### src/loe_defs.vh
`ifndef LOE_DEFS_VH
`define LOE_DEFS_VH
// Operation select
`define LOE_OP_AND 2'h0
`define LOE_OP_OR 2'h1
`define LOE_OP_XOR 2'h2
// Operand forms
`define LOE_FORM_ACC_IMM 3'h0
`define LOE_FORM_REG_REG 3'h1
`define LOE_FORM_MEM_REG 3'h2
`define LOE_FORM_REG_MEM 3'h3
`define LOE_FORM_REG_IMM 3'h4
`define LOE_FORM_MEM_IMM 3'h5
// Clock counts
`define LOE_CLK_REG_REG 5'h02
`define LOE_CLK_IMM 5'h04
`define LOE_CLK_REG_MEM_FAST 5'h0b
`define LOE_CLK_REG_MEM_SLOW 5'h0f
`define LOE_CLK_MEM_REG_FAST 5'h10
`define LOE_CLK_MEM_REG_SLOW 5'h18
`define LOE_CLK_MEM_IMM_FAST 5'h12
`define LOE_CLK_MEM_IMM_SLOW 5'h1a
// Transfers
`define LOE_XFER_NONE 2'h0
`define LOE_XFER_ONE 2'h1
`define LOE_XFER_TWO 2'h2
// Opcode patterns (first byte, size bit masked) and ModRM field codes
`define LOE_OPC_AND_ACC 8'h24
`define LOE_OPC_OR_RR 8'h0a
`define LOE_OPC_OR_MR 8'h08
`define LOE_OPC_OR_ACC 8'h0c
`define LOE_OPC_XOR_RR 8'h32
`define LOE_OPC_XOR_MR 8'h30
`define LOE_OPC_GRP_IMM 8'h80
`define LOE_MODRM_REG 2'h3
`define LOE_SUB_OR 3'h1
`define LOE_SUB_XOR 3'h6
`endif

### src/loe_exec.v
`timescale 1ns/1ps
`default_nettype none
`include "loe_defs.vh"
module loe_exec #(
    parameter WIDTH = 16
) (
    input wire clk,
    input wire rst_n,
    input wire clk_en,
    input wire start,
    input wire [7:0] opcode,
    input wire [7:0] modrm,
    input wire [15:0] imm_data,
    input wire [WIDTH-1:0] acc_full_word,
    input wire [WIDTH-1:0] reg_a,
    input wire [WIDTH-1:0] reg_b,
    input wire [WIDTH-1:0] mem_rdata,
    input wire wide_bus,
    input wire odd_addr,
    output reg busy_q,
    output reg done_q,
    output reg illegal_q,
    output reg [WIDTH-1:0] result_q,
    output reg [2:0] dest_reg_q,
    output reg wr_acc_q,
    output reg wr_reg_q,
    output reg wr_mem_q,
    output reg size_word_q,
    output reg [2:0] instr_len_q,
    output reg [1:0] xfer_cnt_q,
    output reg arith_wrap_flag,
    output reg carry_out_flag,
    output reg top_bit_flag,
    output reg result_nil_flag,
    output reg even_ones_flag,
    output reg nibble_carry_flag
);
    localparam ST_IDLE = 2'b01;
    localparam ST_RUN = 2'b10;

    reg [1:0] state_q;
    reg [4:0] cnt_q;
    reg [1:0] op_d;
    reg [2:0] form_d;
    reg legal_d;
    reg [WIDTH-1:0] a_d;
    reg [WIDTH-1:0] b_d;
    reg [WIDTH-1:0] res_d;
    reg [4:0] clocks_d;
    reg [1:0] xfer_d;
    reg [2:0] len_d;
    reg [2:0] disp_len;
    reg [WIDTH-1:0] result_pend_q;
    reg [2:0] dest_kind_q;
    reg [2:0] dest_sel_d;
    reg [WIDTH-1:0] imm_ext;
    wire w_bit;
    wire slow_word;
    wire [1:0] mod_f;
    wire [2:0] sub_f;
    wire f_top;
    wire f_nil;
    wire f_even;

    assign w_bit = opcode[0];
    assign mod_f = modrm[7:6];
    assign sub_f = modrm[5:3];
    // Word at odd address or on narrow bus needs two bus cycles
    assign slow_word = w_bit & (~wide_bus | odd_addr);

    always @* begin
        op_d = `LOE_OP_AND;
        form_d = `LOE_FORM_ACC_IMM;
        legal_d = 1'b1;
        case ({opcode[7:1], 1'b0})
            `LOE_OPC_AND_ACC: begin
                op_d = `LOE_OP_AND;
                form_d = `LOE_FORM_ACC_IMM;
            end
            `LOE_OPC_OR_ACC: begin
                op_d = `LOE_OP_OR;
                form_d = `LOE_FORM_ACC_IMM;
            end
            `LOE_OPC_OR_RR, `LOE_OPC_XOR_RR: begin
                op_d = (opcode[5]) ? `LOE_OP_XOR : `LOE_OP_OR;
                form_d = (mod_f == `LOE_MODRM_REG) ? `LOE_FORM_REG_REG :
                    `LOE_FORM_REG_MEM;
            end
            `LOE_OPC_OR_MR, `LOE_OPC_XOR_MR: begin
                op_d = (opcode[5]) ? `LOE_OP_XOR : `LOE_OP_OR;
                form_d = (mod_f == `LOE_MODRM_REG) ? `LOE_FORM_REG_REG :
                    `LOE_FORM_MEM_REG;
            end
            `LOE_OPC_GRP_IMM: begin
                if (sub_f == `LOE_SUB_OR) begin
                    op_d = `LOE_OP_OR;
                end else if (sub_f == `LOE_SUB_XOR) begin
                    op_d = `LOE_OP_XOR;
                end else begin
                    legal_d = 1'b0;
                end
                form_d = (mod_f == `LOE_MODRM_REG) ? `LOE_FORM_REG_IMM :
                    `LOE_FORM_MEM_IMM;
            end
            // Anything else is refused with a one-cycle illegal pulse
            default: legal_d = 1'b0;
        endcase
    end

    always @* begin
        case (mod_f)
            2'h1: disp_len = 3'h1;
            2'h2: disp_len = 3'h2;
            2'h0: disp_len = (modrm[2:0] == 3'h6) ? 3'h2 : 3'h0;
            default: disp_len = 3'h0;
        endcase
    end

    // Immediate zero-extended to the datapath width
    always @* begin
        imm_ext = {WIDTH{1'b0}};
        imm_ext[15:0] = imm_data;
    end

    // Direction bit says which field names the first operand
    always @* begin
        case (form_d)
            `LOE_FORM_REG_IMM: dest_sel_d = modrm[2:0];
            `LOE_FORM_REG_REG: dest_sel_d = opcode[1] ? modrm[5:3] : modrm[2:0];
            default: dest_sel_d = modrm[5:3];
        endcase
    end

    always @* begin
        a_d = reg_a;
        b_d = reg_b;
        clocks_d = `LOE_CLK_IMM;
        xfer_d = `LOE_XFER_NONE;
        len_d = 3'h2;
        case (form_d)
            `LOE_FORM_ACC_IMM: begin
                a_d = acc_full_word;
                b_d = imm_ext;
                clocks_d = `LOE_CLK_IMM;
                len_d = w_bit ? 3'h3 : 3'h2;
            end
            `LOE_FORM_REG_REG: begin
                clocks_d = `LOE_CLK_REG_REG;
                len_d = 3'h2;
            end
            `LOE_FORM_MEM_REG: begin
                a_d = mem_rdata;
                clocks_d = slow_word ? `LOE_CLK_MEM_REG_SLOW : `LOE_CLK_MEM_REG_FAST;
                xfer_d = `LOE_XFER_TWO;
                len_d = 3'h2 + disp_len;
            end
            `LOE_FORM_REG_MEM: begin
                b_d = mem_rdata;
                clocks_d = slow_word ? `LOE_CLK_REG_MEM_SLOW : `LOE_CLK_REG_MEM_FAST;
                xfer_d = `LOE_XFER_ONE;
                len_d = 3'h2 + disp_len;
            end
            `LOE_FORM_REG_IMM: begin
                b_d = imm_ext;
                clocks_d = `LOE_CLK_IMM;
                len_d = w_bit ? 3'h4 : 3'h3;
            end
            `LOE_FORM_MEM_IMM: begin
                a_d = mem_rdata;
                b_d = imm_ext;
                clocks_d = slow_word ? `LOE_CLK_MEM_IMM_SLOW : `LOE_CLK_MEM_IMM_FAST;
                xfer_d = `LOE_XFER_TWO;
                len_d = (w_bit ? 3'h4 : 3'h3) + disp_len;
            end
            default: begin
                clocks_d = `LOE_CLK_IMM;
            end
        endcase
        if (!w_bit) begin
            b_d = {{(WIDTH-8){1'b0}}, b_d[7:0]};
        end
        case (op_d)
            `LOE_OP_AND: res_d = a_d & b_d;
            `LOE_OP_OR: res_d = a_d | b_d;
            default: res_d = a_d ^ b_d;
        endcase
        // Byte ops leave the high byte of the destination unchanged
        if (!w_bit) begin
            res_d = {a_d[WIDTH-1:8], res_d[7:0]};
        end
    end

    loe_flags #(
        .WIDTH(WIDTH)
    ) u_flags (
        .result(result_pend_q),
        .size_word(size_word_q),
        .top_bit(f_top),
        .nil(f_nil),
        .even_ones(f_even)
    );

    always @(posedge clk or negedge rst_n) begin
        if (!rst_n) begin
            state_q <= ST_IDLE;
            cnt_q <= 5'h00;
            busy_q <= 1'b0;
            done_q <= 1'b0;
            illegal_q <= 1'b0;
            result_q <= {WIDTH{1'b0}};
            result_pend_q <= {WIDTH{1'b0}};
            dest_reg_q <= 3'h0;
            dest_kind_q <= 3'h0;
            wr_acc_q <= 1'b0;
            wr_reg_q <= 1'b0;
            wr_mem_q <= 1'b0;
            size_word_q <= 1'b0;
            instr_len_q <= 3'h0;
            xfer_cnt_q <= 2'h0;
            arith_wrap_flag <= 1'b0;
            carry_out_flag <= 1'b0;
            top_bit_flag <= 1'b0;
            result_nil_flag <= 1'b0;
            even_ones_flag <= 1'b0;
            nibble_carry_flag <= 1'b0;
        end else if (clk_en) begin
            done_q <= 1'b0;
            wr_acc_q <= 1'b0;
            wr_reg_q <= 1'b0;
            wr_mem_q <= 1'b0;
            illegal_q <= 1'b0;
            case (state_q)
                ST_IDLE: begin
                    if (start && legal_d) begin
                        state_q <= ST_RUN;
                        busy_q <= 1'b1;
                        // Counter ends on the last clock of the instruction
                        cnt_q <= clocks_d - 5'h01;
                        result_pend_q <= res_d;
                        size_word_q <= w_bit;
                        instr_len_q <= len_d;
                        xfer_cnt_q <= xfer_d;
                        dest_reg_q <= dest_sel_d;
                        wr_acc_q <= 1'b0;
                        if (cnt_q == 5'h00) begin
                            wr_acc_q <= 1'b0;
                        end
                        wr_mem_q <= 1'b0;
                        result_q <= result_q;
                        dest_kind_q <= form_d;
                    end else if (start) begin
                        illegal_q <= 1'b1;
                    end
                end
                ST_RUN: begin
                    if (cnt_q <= 5'h01) begin
                        state_q <= ST_IDLE;
                        busy_q <= 1'b0;
                        done_q <= 1'b1;
                        result_q <= result_pend_q;
                        wr_acc_q <= (dest_kind_q == `LOE_FORM_ACC_IMM);
                        wr_mem_q <= (dest_kind_q == `LOE_FORM_MEM_REG) ||
                            (dest_kind_q == `LOE_FORM_MEM_IMM);
                        wr_reg_q <= (dest_kind_q == `LOE_FORM_REG_REG) ||
                            (dest_kind_q == `LOE_FORM_REG_MEM) ||
                            (dest_kind_q == `LOE_FORM_REG_IMM);
                        // Flags keep their last value between instructions
                        arith_wrap_flag <= 1'b0;
                        carry_out_flag <= 1'b0;
                        top_bit_flag <= f_top;
                        result_nil_flag <= f_nil;
                        even_ones_flag <= f_even;
                        // Left undefined by the instruction; held at zero here
                        nibble_carry_flag <= 1'b0;
                    end else begin
                        cnt_q <= cnt_q - 5'h01;
                    end
                end
                default: begin
                    state_q <= ST_IDLE;
                    busy_q <= 1'b0;
                end
            endcase
        end
    end
endmodule
`default_nettype wire

### src/loe_flags.v
`timescale 1ns/1ps
`default_nettype none
`include "loe_defs.vh"
module loe_flags #(
    parameter WIDTH = 16
) (
    input wire [WIDTH-1:0] result,
    input wire size_word,
    output wire top_bit,
    output wire nil,
    output wire even_ones
);
    wire [7:0] low_byte;
    assign low_byte = result[7:0];
    assign top_bit = size_word ? result[WIDTH-1] : result[7];
    assign nil = size_word ? (result == {WIDTH{1'b0}}) : (low_byte == 8'h00);
    // Parity covers only the low byte, as on the flag register
    assign even_ones = ~(^low_byte);
endmodule
`default_nettype wire

### config.mk
export PLATFORM = sky130hd
export DESIGN_NAME = loe_exec
export DESIGN_NICKNAME = d
export VERILOG_FILES = /design/src/loe_exec.v /design/src/loe_flags.v
export VERILOG_INCLUDE_DIRS = /design/src
export SDC_FILE = /design/constraint.sdc
export NUM_CORES = 1
export LEC_CHECK = 0
export ABC_AREA = 1
export BUFFER_PORTS_ARGS = -buffer_cell sky130_fd_sc_hd__buf_2
export CORE_UTILIZATION = 45
export DETAILED_ROUTE_END_ITERATION = 10
export GPL_ROUTABILITY_DRIVEN = 1
export PLACE_DENSITY = 0.81
export SLEW_MARGIN = 20
export SYNTH_ARGS = -nofsm -noshare
export SYNTH_HDL_FRONTEND = slang
export SYNTH_SLANG_ARGS = --single-unit
### constraint.sdc
create_clock -name clk -period 3.8 [get_ports clk]
set_input_delay 0.38 -clock clk [delete_from_list [all_inputs] [get_ports clk]]
set_output_delay 0.38 -clock clk [all_outputs]
set_load 0.005 [all_outputs]
==> results.ini, run 1 <==
[critical_path]
startpoint_type=input port
cp.required_ns=4.02
critPathMaxFanout=17
critPathMostFrequentCell=nand2_1
r2r_cells=10
critical_path_class=input port to flip-flop
r2r-start=cnt_q[1]
crit_buf_inv=4
worst-r2r-setup-slack_ns=1.78
cp.arrival_ns=2.74
slowest_delay_ns=0.33
crit_chain=buf_2 -> inv_2 -> nand2_1 -> nor2_1 -> nand2_1 -> nand2_4 -> nor2_4 -> nand2_2 -> nand2_1 -> inv_2 -> a21oi_1 -> inv_1 -> ha_1 -> nand2_1 -> nand3_1 -> nor2_1 -> nor2_1
endpoint_kind=flip-flop
cp_num_cells=17
critPathTopFamily=simple AND/OR/NAND/NOR gates
cpMaxStageDelayCell=nor2_4
rr_endpoint=result_q[7]

[routing]
wire_per_inst_um=12.6
drt_pass1_iterations=5
drt_drc_violations_left=0
drt_iter0_drc=391
vias=4986
antenna_left=0
viasPerCell=4.86
wirelength_um=13000

[global_route]
grt_pass1_vias=4831
antenna_found_initial=1
grt_pass1_wl_um=21900
grt_max_degree=38
grt_overflow_total=0
grt_use_total=0.236

[layout]
register_area_mm2=0.00148
final_cell_mix=nand2_1 (224), buf_2 (135), inv_1 (119)
nFillCells=1068
finish.instance_area_mm2=0.00612
layout.nets=1021
synthToLayoutAreaGrowth_pct=19.4
final_core_util=0.557
drive_gt1_frac=0.239
final_cells=1025
final_common_cell=nand2_1
multi_input_area_mm2=0.00301

[clock_tree]
clock_sinks=59
cts_tree=yes
cts_setup_buffers=0
ctsResizeCount=0
cts_buffer_depth=2
cts.reportedPaths.clkPinSlew_ns=0.05
cts_buffers=9
htree_levels=3
cts-root-buf=clkbuf_16
holdBufCountCts=0
clk_latency_ns=0.33

[floorplanning]
dieArea_mm2=0.0118
initial_core_util=0.467
die_w_um=109
core-area_mm2=0.0110
dieHeight_um=109
num_rows=38
io_pins=139

[place]
post-place-ws_ns=1.02
gp_congestion=0.956
dp_hpwl_um=9970
port_buffers=135
placed_area_mm2=0.00584
dp.cells=1008

[synth]
syn_avg_cell_area_um2=6.81
ys_seq_elements=59
synth_largest_area_cell=dfrtp_1
yosysUniqueCellTypes=41
synth_top_area_share=0.283
ys_top_cells_by_area=dfrtp_1 (28%), nand2_1 (16%), ha_1 (9.5%)
syn_inst=753
ys.warnings.count=0
syn_area_mm2=0.00513
yosysSeqAreaShare=0.288

[timing]
tightest_slew_ns=0.856
hold_viol_final=0
drv_slew=0
clock_skew_ns=0.00638
max_freq_mhz=397
rsz0062_at_grt=no
finalSetupViolCount=0
fin_ws_ns=1.28
fin_crit_sh=0.662
min_period_ns=2.52
relSlewSlack=0.429
final.setup.tns_ns=0

[status]
status=finished clean

[pwr]
powerDensity_mw_per_mm2=385
peakVddDrop_uv=214
power_leakage_nw=3.59

[flow_run]
drv_cap=0

[hold_path]
hp-class=input port to async pin

## layer usage
metal / global-route usage / vias up / wire length, µm
met1: 0.321 / 2198 / 6060
met4: 0.0869 / 0 / 283
met3: 0.0412 / 21 / 787
li1: - / 2602 / -
met2: 0.374 / 165 / 5820
met5: 0 / - / 0
## power breakdown
| group | total, mW | switching [mW] | leakage, nW | internal (mW) |
|---|---|---|---|---|
| sequential | 0.874 | 0.0961 | 0.775 | 0.778 |
| clock | 0.739 | 0.266 | 0.137 | 0.474 |
| combinational | 0.744 | 0.417 | 2.68 | 0.327 |
## layout make-up
class,count,share of cell area
inverter,127,0.0791
timing repair buffer,138,0.114
multi-input combinational,544,0.492
clock buffer,14,0.0431
antenna,1,0.000409
tap,140,0.0286
sequential,59,0.241
clock inverter,2,0.00164
## state kept, by name, summed over array words and instances, names as in the netlist, 2 cells and up
register and flops:
dest_reg_q 3, dest_kind_q 3, result_pend_q 16, result_q 16
xfer_cnt_q 2, cnt_q 5, instr_len_q 3
## logic make-up after synthesis
family | Yosys count | share of synthesized area
AO/OA/AOI/OAI | 109 | 0.122
XOR/XNOR | 6 | 0.0102
adder cells (fa/ha/maj) | 40 | 0.0991
buffers and inverters | 152 | 0.126
flip-flops | 59 | 0.288
other | 1 | 0.000731
AND/OR/NAND/NOR | 386 | 0.354
## how the worst max path moves through the flow
stage	slack, ns	startpoint	to
after global placement	1.09	opcode[1]	result_pend_q[5]
after detailed placement	1.02	opcode[1]	result_pend_q[5]
after CTS	1.31	opcode[1]	result_pend_q[2]
after floorplan	1.67	opcode[4]	result_pend_q[14]
after global routing	1.00	opcode[1]	result_pend_q[2]
final	1.28	opcode[1]	result_pend_q[2]
## through the flow
step / hold WS [ns] / power (mW)
2_1_floorplan: 0.0844 / 1.36
3_3_place_gp: 0.451 / 1.60
3_5_place_dp: 0.462 / 1.63
4_1_cts: 0.177 / 2.38
5_1_grt: 0.230 / 2.55
6_report: 0.166 / 2.36
## Yosys cell counts (all sizes together)
library cell / number
o211ai: 2
nor2: 64
buf: 15
clkinv: 3
dfstp: 1
nor3: 2
a22o: 6
ha: 39
nand2: 245
clkbuf: 10
inv: 124
o21ai: 56
xnor2: 4
xor2: 2
nand3: 69
nand4: 2
a211oi: 1
a21oi: 43
fa: 1
conb: 1
or2: 1
dfrtp: 58
nor4: 3
o21bai: 1
(Power assumes the default switching activity.)
==> inputs of run 2 (changes only) <==
ABC_AREA = 0   (was 1)
PLACE_DENSITY = 0.82   (was 0.81)
clock period = 2.6 ns   (was 3.8 ns; I/O delays follow)
==> run 2 against run 1 <==
Net effect:
- sequential power grew 22%
- worst setup slack lost 1.1 ns
- cell count shrank 19%
- combinational power shrank 17%
- register-to-register slack lost 1.1 ns
- clock-buffer cell count shrank 5
- first-iteration DRC count grew 15%
- worst hold slack gained 0.068 ns
- critical path type unchanged
- highest routed layer unchanged
==> results.ini, run 2 <==
[status]
status=finished clean  ; unchanged

[timing]
final.setup.tns_ns=0  ; unchanged
max_freq_mhz=419
tightest_slew_ns=0.741  ; was 0.856 ns
clock_skew_ns=0.0117  ; was 0.00638 ns
finalSetupViolCount=0  ; unchanged
hold_ws_ns=0.234  ; was 0.166 ns
rsz0062_at_grt=no  ; unchanged
drv_slew=0  ; unchanged
fin_crit_sh=0.918
hold_viol_final=0  ; unchanged
relSlewSlack=0.506  ; was 0.429
min_period_ns=2.39

[clock_tree]
cts-root-buf=clkbuf_8  ; was clkbuf_16
clock_sinks=59  ; unchanged
cts_tree=yes  ; unchanged
clk_latency_ns=0.34  ; was 0.33 ns
ctsResizeCount=0  ; unchanged
cts_buffer_depth=2  ; unchanged
htree_levels=3  ; unchanged
cts.reportedPaths.clkPinSlew_ns=0.07  ; was 0.05 ns
cts_buffers=9  ; unchanged

[floorplanning]
num_rows=36  ; was 38
initial_core_util=0.469  ; was 0.467
dieArea_mm2=0.0107  ; was 0.0118 mm²
die_w_um=104  ; was 109 µm
dieHeight_um=104  ; was 109 µm
core-area_mm2=0.00991  ; was 0.0110 mm²
io_pins=139  ; unchanged

[critical_path]
endpoint_kind=flip-flop  ; unchanged
cp.arrival_ns=2.61  ; was 2.74 ns
worst-r2r-setup-slack_ns=0.72  ; was 1.78 ns
rr_endpoint=cnt_q[2]  ; was result_q[7]
startpoint_type=input port  ; unchanged
critical_path_class=input port to flip-flop  ; unchanged
cp.required_ns=2.83  ; was 4.02 ns
cp-endpoint=result_pend_q[7]  ; was result_pend_q[2]
critPathMaxFanout=19  ; was 17
r2r-start=state_q[0]  ; was cnt_q[1]
startpoint=opcode[2]  ; was opcode[1]
r2r_cells=5  ; was 10

[routing]
vias=4612  ; was 4986
wire_per_inst_um=16.0  ; was 12.6 µm
drt_drc_violations_left=0  ; unchanged
drt_pass1_iterations=6  ; was 5
drt_iter0_drc=449  ; was 391
antenna_left=0  ; unchanged
wirelength_um=13400  ; was 13000 µm
viasPerCell=5.54  ; was 4.86

[layout]
drive_gt1_frac=0.358  ; was 0.239
finish.instance_area_mm2=0.00585  ; was 0.00612 mm²
final_cell_mix=buf_2 (135), nand2_1 (76), dfrtp_1 (58)  ; was nand2_1 (224), buf_2 (135), inv_1 (119)
largest_registers=result_pend_q (16), result_q (16), cnt_q (5)  ; unchanged
final_common_cell=buf_2  ; was nand2_1
layout.nets=836  ; was 1021
final_cells=833  ; was 1025
synthToLayoutAreaGrowth_pct=25.7  ; was 19.4%

[place]
placed_area_mm2=0.00564  ; was 0.00584 mm²
gp_congestion=0.929  ; was 0.956
port_buffers=135  ; unchanged
dp_hpwl_um=10600  ; was 9970 µm
dp.cells=815  ; was 1008

[synth]
synthFlopType=dfrtp_1  ; unchanged
ys.warnings.count=0  ; unchanged
syn_area_mm2=0.00465  ; was 0.00513 mm²
yosysMostFrequentCell=nand2_1  ; unchanged
synth_largest_area_cell=dfrtp_1  ; unchanged
ys_seq_elements=59  ; unchanged
syn_avg_cell_area_um2=8.61  ; was 6.81 µm²
yosysUniqueCellTypes=69  ; was 41
synth_common_cells=nand2_1 (76), dfrtp_1 (58), inv_1 (44)  ; was nand2_1 (224), inv_1 (119), nand3_1 (63)
synth_top_area_share=0.312  ; was 0.283
synth_edf_count=0  ; unchanged
syn_inst=540  ; was 753
yosysSeqAreaShare=0.318  ; was 0.288
ys_async_sr_fraction=1.00  ; unchanged
ys_top_cells_by_area=dfrtp_1 (31%), ha_1 (10%), nand2_1 (6.1%)  ; was dfrtp_1 (28%), nand2_1 (16%), ha_1 (9.5%)

[global_route]
grt_overflow_total=0  ; unchanged
grt_pass1_vias=4644  ; was 4831
grt_use_total=0.252  ; was 0.236
grt_pass1_wl_um=21900  ; about the same
antenna_found_initial=1  ; unchanged
grt_max_degree=35  ; was 38

[pwr]
power_leakage_nw=2.99  ; was 3.59 nW
powerDensity_mw_per_mm2=434  ; was 385 mW/mm²
peakVddDrop_uv=286  ; was 214 µV

[hold_path]
min_from=modrm[3]
hp-class=input port to flip-flop  ; was input port to async pin

[flow_run]
drv_cap=0  ; unchanged

## run 2: worst max-delay path: stages
cell and delay [ns]:
buf_2 0.11, or4b_4 0.53, nor2_1 0.19, buf_4 0.28, nor2_2 0.14, a221o_1 0.35
ha_1 0.30, a221oi_1 0.35, o21ai_1 0.09
## run 2: where the power goes
part | total (mW) | internal (mW) | switching [mW] | leakage [nW]
combinational | 0.614 | 0.291 | 0.324 | 2.09
clock | 0.852 | 0.447 | 0.405 | 0.0958
sequential | 1.07 | 0.996 | 0.0774 | 0.799
total | 2.54 | 1.73 | 0.806 | 2.99
## run 2: worst min path at each step
stage | endpoint | depth (start not counted)
after floorplan | busy_q | 0
after global placement | dest_reg_q[0] | 1
after detailed placement | dest_reg_q[2] | 1
after CTS | dest_reg_q[0] | 3
after global routing | wr_reg_q | 2
final | dest_reg_q[0] | 3
## run 2: per-stage QoR
step,util,setup slack (ns),power (mW)
floorplan,-,0.115,1.43
global placement,0.569,-0.0791,1.66
detailed placement,0.569,-0.141,1.70
CTS,0.590,0.229,2.55
global route,0.590,0.134,2.67
finish,0.590,0.213,2.54
## run 2: cell families (layout without fill, tap and decap cells)
| logic type | Yosys count | after routing | share of synthesized area |
|---|---|---|---|
| buf+inv | 94 | 251 | 0.0925 |
| flops | 59 | 59 | 0.318 |
| fa+ha+maj | 40 | 40 | 0.109 |
| mux | 12 | 12 | 0.0282 |
| compound gates | 173 | 173 | 0.282 |
| xor+xnor | 4 | 4 | 0.00753 |
| other cells | 1 | 4 | 0.000806 |
| simple gates | 157 | 157 | 0.162 |
## run 2: what timing repair did
action,4_1_cts,5_1_grt
hold endpoints to repair,29,0
setup buffers,0,0
hold buffers,1,0
## run 2: final cells by class
| type | instances | area [µm²] |
|---|---|---|
| fillers | 884 | 4060 |
| multi-input cells | 389 | 2750 |
| flip-flops and latches | 59 | 1480 |
| repair buffers | 174 | 1020 |
| inverters | 61 | 229 |
| well taps | 133 | 166 |
| clock buffers | 9 | 124 |
| clock inverters | 7 | 76.3 |
| diodes | 1 | 2.50 |
## run 2: metal layers
layer / vias to the layer above / track usage / wire length (µm)
met4: 0 / 0.117 / 424
met1: 2119 / 0.320 / 5540
met5: - / 0 / 0
met3: 38 / 0.0308 / 1050
li1: 2227 / - / -
met2: 228 / 0.429 / 6350
==> inputs of run 3 (changes only) <==
ABC_AREA = 1   (was 0)
CAP_MARGIN = 20   (was unset)
PLACE_DENSITY = 0.81   (was 0.82)
==> run 3 against run 2 <==
Net effect:
- die area up 10%
- worst setup slack improved by 0.18 ns
- critical path depth up 7
- fmax increased by 8.2%
- via count up 7.0%
- worst hold slack better by 0.034 ns
- sequential power increased by 20%
- combinational power increased by 78%
- cell area grew 6.4%
- non-clock buffer count down 32
- highest routed layer unchanged
==> results.ini, run 3 (same netlist as run 1, synthesis figures left out) <==
[timing]
clock_skew_ns=0.00779  ; was 0.0117 ns
tightest_slew_ns=0.786  ; was 0.741 ns
max_freq_mhz=453  ; was 419 MHz
rsz0062_at_grt=no  ; unchanged
hold_ws_ns=0.269  ; was 0.234 ns
drv_slew=0  ; unchanged
fin_crit_sh=0.849  ; was 0.918
hold_viol_final=0  ; unchanged
relSlewSlack=0.475  ; was 0.506
fin_ws_ns=0.394  ; was 0.213 ns
finalSetupViolCount=0  ; unchanged
final.setup.tns_ns=0  ; unchanged
min_period_ns=2.21  ; was 2.39 ns

[pwr]
peakVddDrop_uv=346  ; was 286 µV
internal_power_mw=2.51  ; was 1.73 mW
power_leakage_nw=3.63  ; was 2.99 nW
switching_share=0.313  ; was 0.317
clkPwrFrac=0.353  ; was 0.335
switching_power_mw=1.14  ; was 806 µW
combPwrFrac=0.298  ; was 0.242
powerDensity_mw_per_mm2=587  ; was 434 mW/mm²
power_frac_seq=0.349  ; was 0.423

[critical_path]
critical_path_class=input port to flip-flop  ; unchanged
rr_endpoint=top_bit_flag  ; was cnt_q[2]
endpoint_kind=flip-flop  ; unchanged
cp.arrival_ns=2.42  ; was 2.61 ns
startpoint_type=input port  ; unchanged
startpoint=opcode[4]  ; was opcode[2]
r2r_cells=10  ; was 5
cp.required_ns=2.82  ; was 2.83 ns
worst-r2r-setup-slack_ns=0.52  ; was 0.72 ns
critPathMaxFanout=19  ; unchanged
r2r-start=cnt_q[1]  ; was state_q[0]

[global_route]
grt_use_total=0.222  ; was 0.252
grt_pass1_wl_um=20800  ; was 21900 µm
grt_overflow_total=0  ; unchanged
antenna_found_initial=1  ; unchanged
grt_max_degree=33  ; was 35
grt_pass1_vias=4545  ; was 4644

[clock_tree]
cts_buffers=9  ; unchanged
cts_tree=yes  ; unchanged
clk_latency_ns=0.33  ; was 0.34 ns
cts.reportedPaths.clkPinSlew_ns=0.05  ; was 0.07 ns
cts-root-buf=clkbuf_16  ; was clkbuf_8
clock_sinks=59  ; unchanged
ctsResizeCount=0  ; unchanged
cts_buffer_depth=2  ; unchanged
htree_levels=3  ; unchanged

[hold_path]
min_from=start  ; was modrm[3]
min_to=illegal_q  ; was dest_reg_q[0]
holdPathStages=3  ; unchanged
hp-class=input port to flip-flop  ; unchanged

[place]
placed_area_mm2=0.00588  ; was 0.00564 mm²
port_buffers=135  ; unchanged
post-place-ws_ns=0.0911  ; was -0.141 ns
gp_congestion=0.949  ; was 0.929
dp_hpwl_um=9820  ; was 10600 µm

[layout]
final_common_cell=nand2_1  ; was buf_2
drive_gt1_frac=0.243  ; was 0.358
finish.instance_area_mm2=0.00622  ; was 0.00585 mm²
synthToLayoutAreaGrowth_pct=21.3  ; was 25.7%
largest_registers=result_pend_q (16), result_q (16), cnt_q (5)  ; unchanged
layout.nets=1025  ; was 836
final_cell_mix=nand2_1 (224), buf_2 (135), inv_1 (119)  ; was buf_2 (135), nand2_1 (76), dfrtp_1 (58)

[routing]
antenna_left=0  ; unchanged
viasPerCell=4.80  ; was 5.54
drt_pass1_iterations=5  ; was 6
vias=4937  ; was 4612
drt_iter0_drc=361  ; was 449
wire_per_inst_um=12.2  ; was 16.0 µm
drt_drc_violations_left=0  ; unchanged
wirelength_um=12500  ; was 13400 µm

[floorplanning]
initial_core_util=0.467  ; was 0.469
die_w_um=109  ; was 104 µm
core-area_mm2=0.0110  ; was 0.00991 mm²
io_pins=139  ; unchanged
dieHeight_um=109  ; was 104 µm
num_rows=38  ; was 36
dieArea_mm2=0.0118  ; was 0.0107 mm²

[flow_run]
drv_cap=0  ; unchanged

[status]
status=finished clean  ; unchanged

-- run 3: power by group through the flow --
stage	clock network [mW]	registers [mW]	logic [mW]
final	1.29	1.28	1.09
after global routing	1.35	1.30	1.25
after CTS	1.30	1.28	1.10
after detailed placement	0	1.29	1.09
after global placement	0	1.28	1.07
after floorplan	0	1.27	0.722
-- run 3: worst max-delay path, stage by stage --
cell	delay, ns
buf_2	0.11
inv_1	0.08
nand2_1	0.05
nor2_1	0.18
nand3_1	0.13
nand2_2	0.15
nor2_4	0.12
nor2_4	0.34
nand2_1	0.08
nand2_1	0.08
nand2_1	0.08
ha_1	0.29
a21oi_1	0.22
nand3_2	0.09
nand2_1	0.08
nand2_1	0.05
-- run 3: area by class of cell --
class,instances,area (µm²)
fill,1071,4760
clock inverter,4,72.6
tap,140,175
multi-input combinational,544,3010
inverter,127,484
antenna,1,2.50
sequential,59,1480
clock buffer,12,256
timing repair buffer,142,743
-- run 3: worst max-delay path by stage --
stage	end	slack, ns	cells after the start
2_1_floorplan	result_pend_q[14]	0.59	16
3_5_place_dp	result_pend_q[2]	0.09	16
5_1_grt	result_pend_q[12]	0.23	16
6_report	result_pend_q[11]	0.39	16
4_1_cts	result_pend_q[2]	0.43	16
3_3_place_gp	result_pend_q[2]	0.14	16
-- run 3: repair_timing --
action	CTS	global route
hold buffers	1	0
hold endpoints to repair	27	0
setup buffers	0	0
-- run 3: through the flow --
step / std cells / util / power [mW]
final: 1029 / 0.566 / 3.65
after global routing: 1029 / 0.566 / 3.90
after CTS: 1028 / 0.566 / 3.68
after detailed placement: 1011 / 0.535 / 2.37
after global placement: 1011 / 0.535 / 2.35
after floorplan: 755 / - / 1.99
-- run 3: layer usage --
metal | vias up | wire (µm) | GRT usage
met4 | 0 | 118 | 0.0656
met2 | 139 | 5650 | 0.349
met3 | 6 | 643 | 0.0377
met5 | - | 0 | 0
met1 | 2187 | 6130 | 0.311
li1 | 2605 | - | -
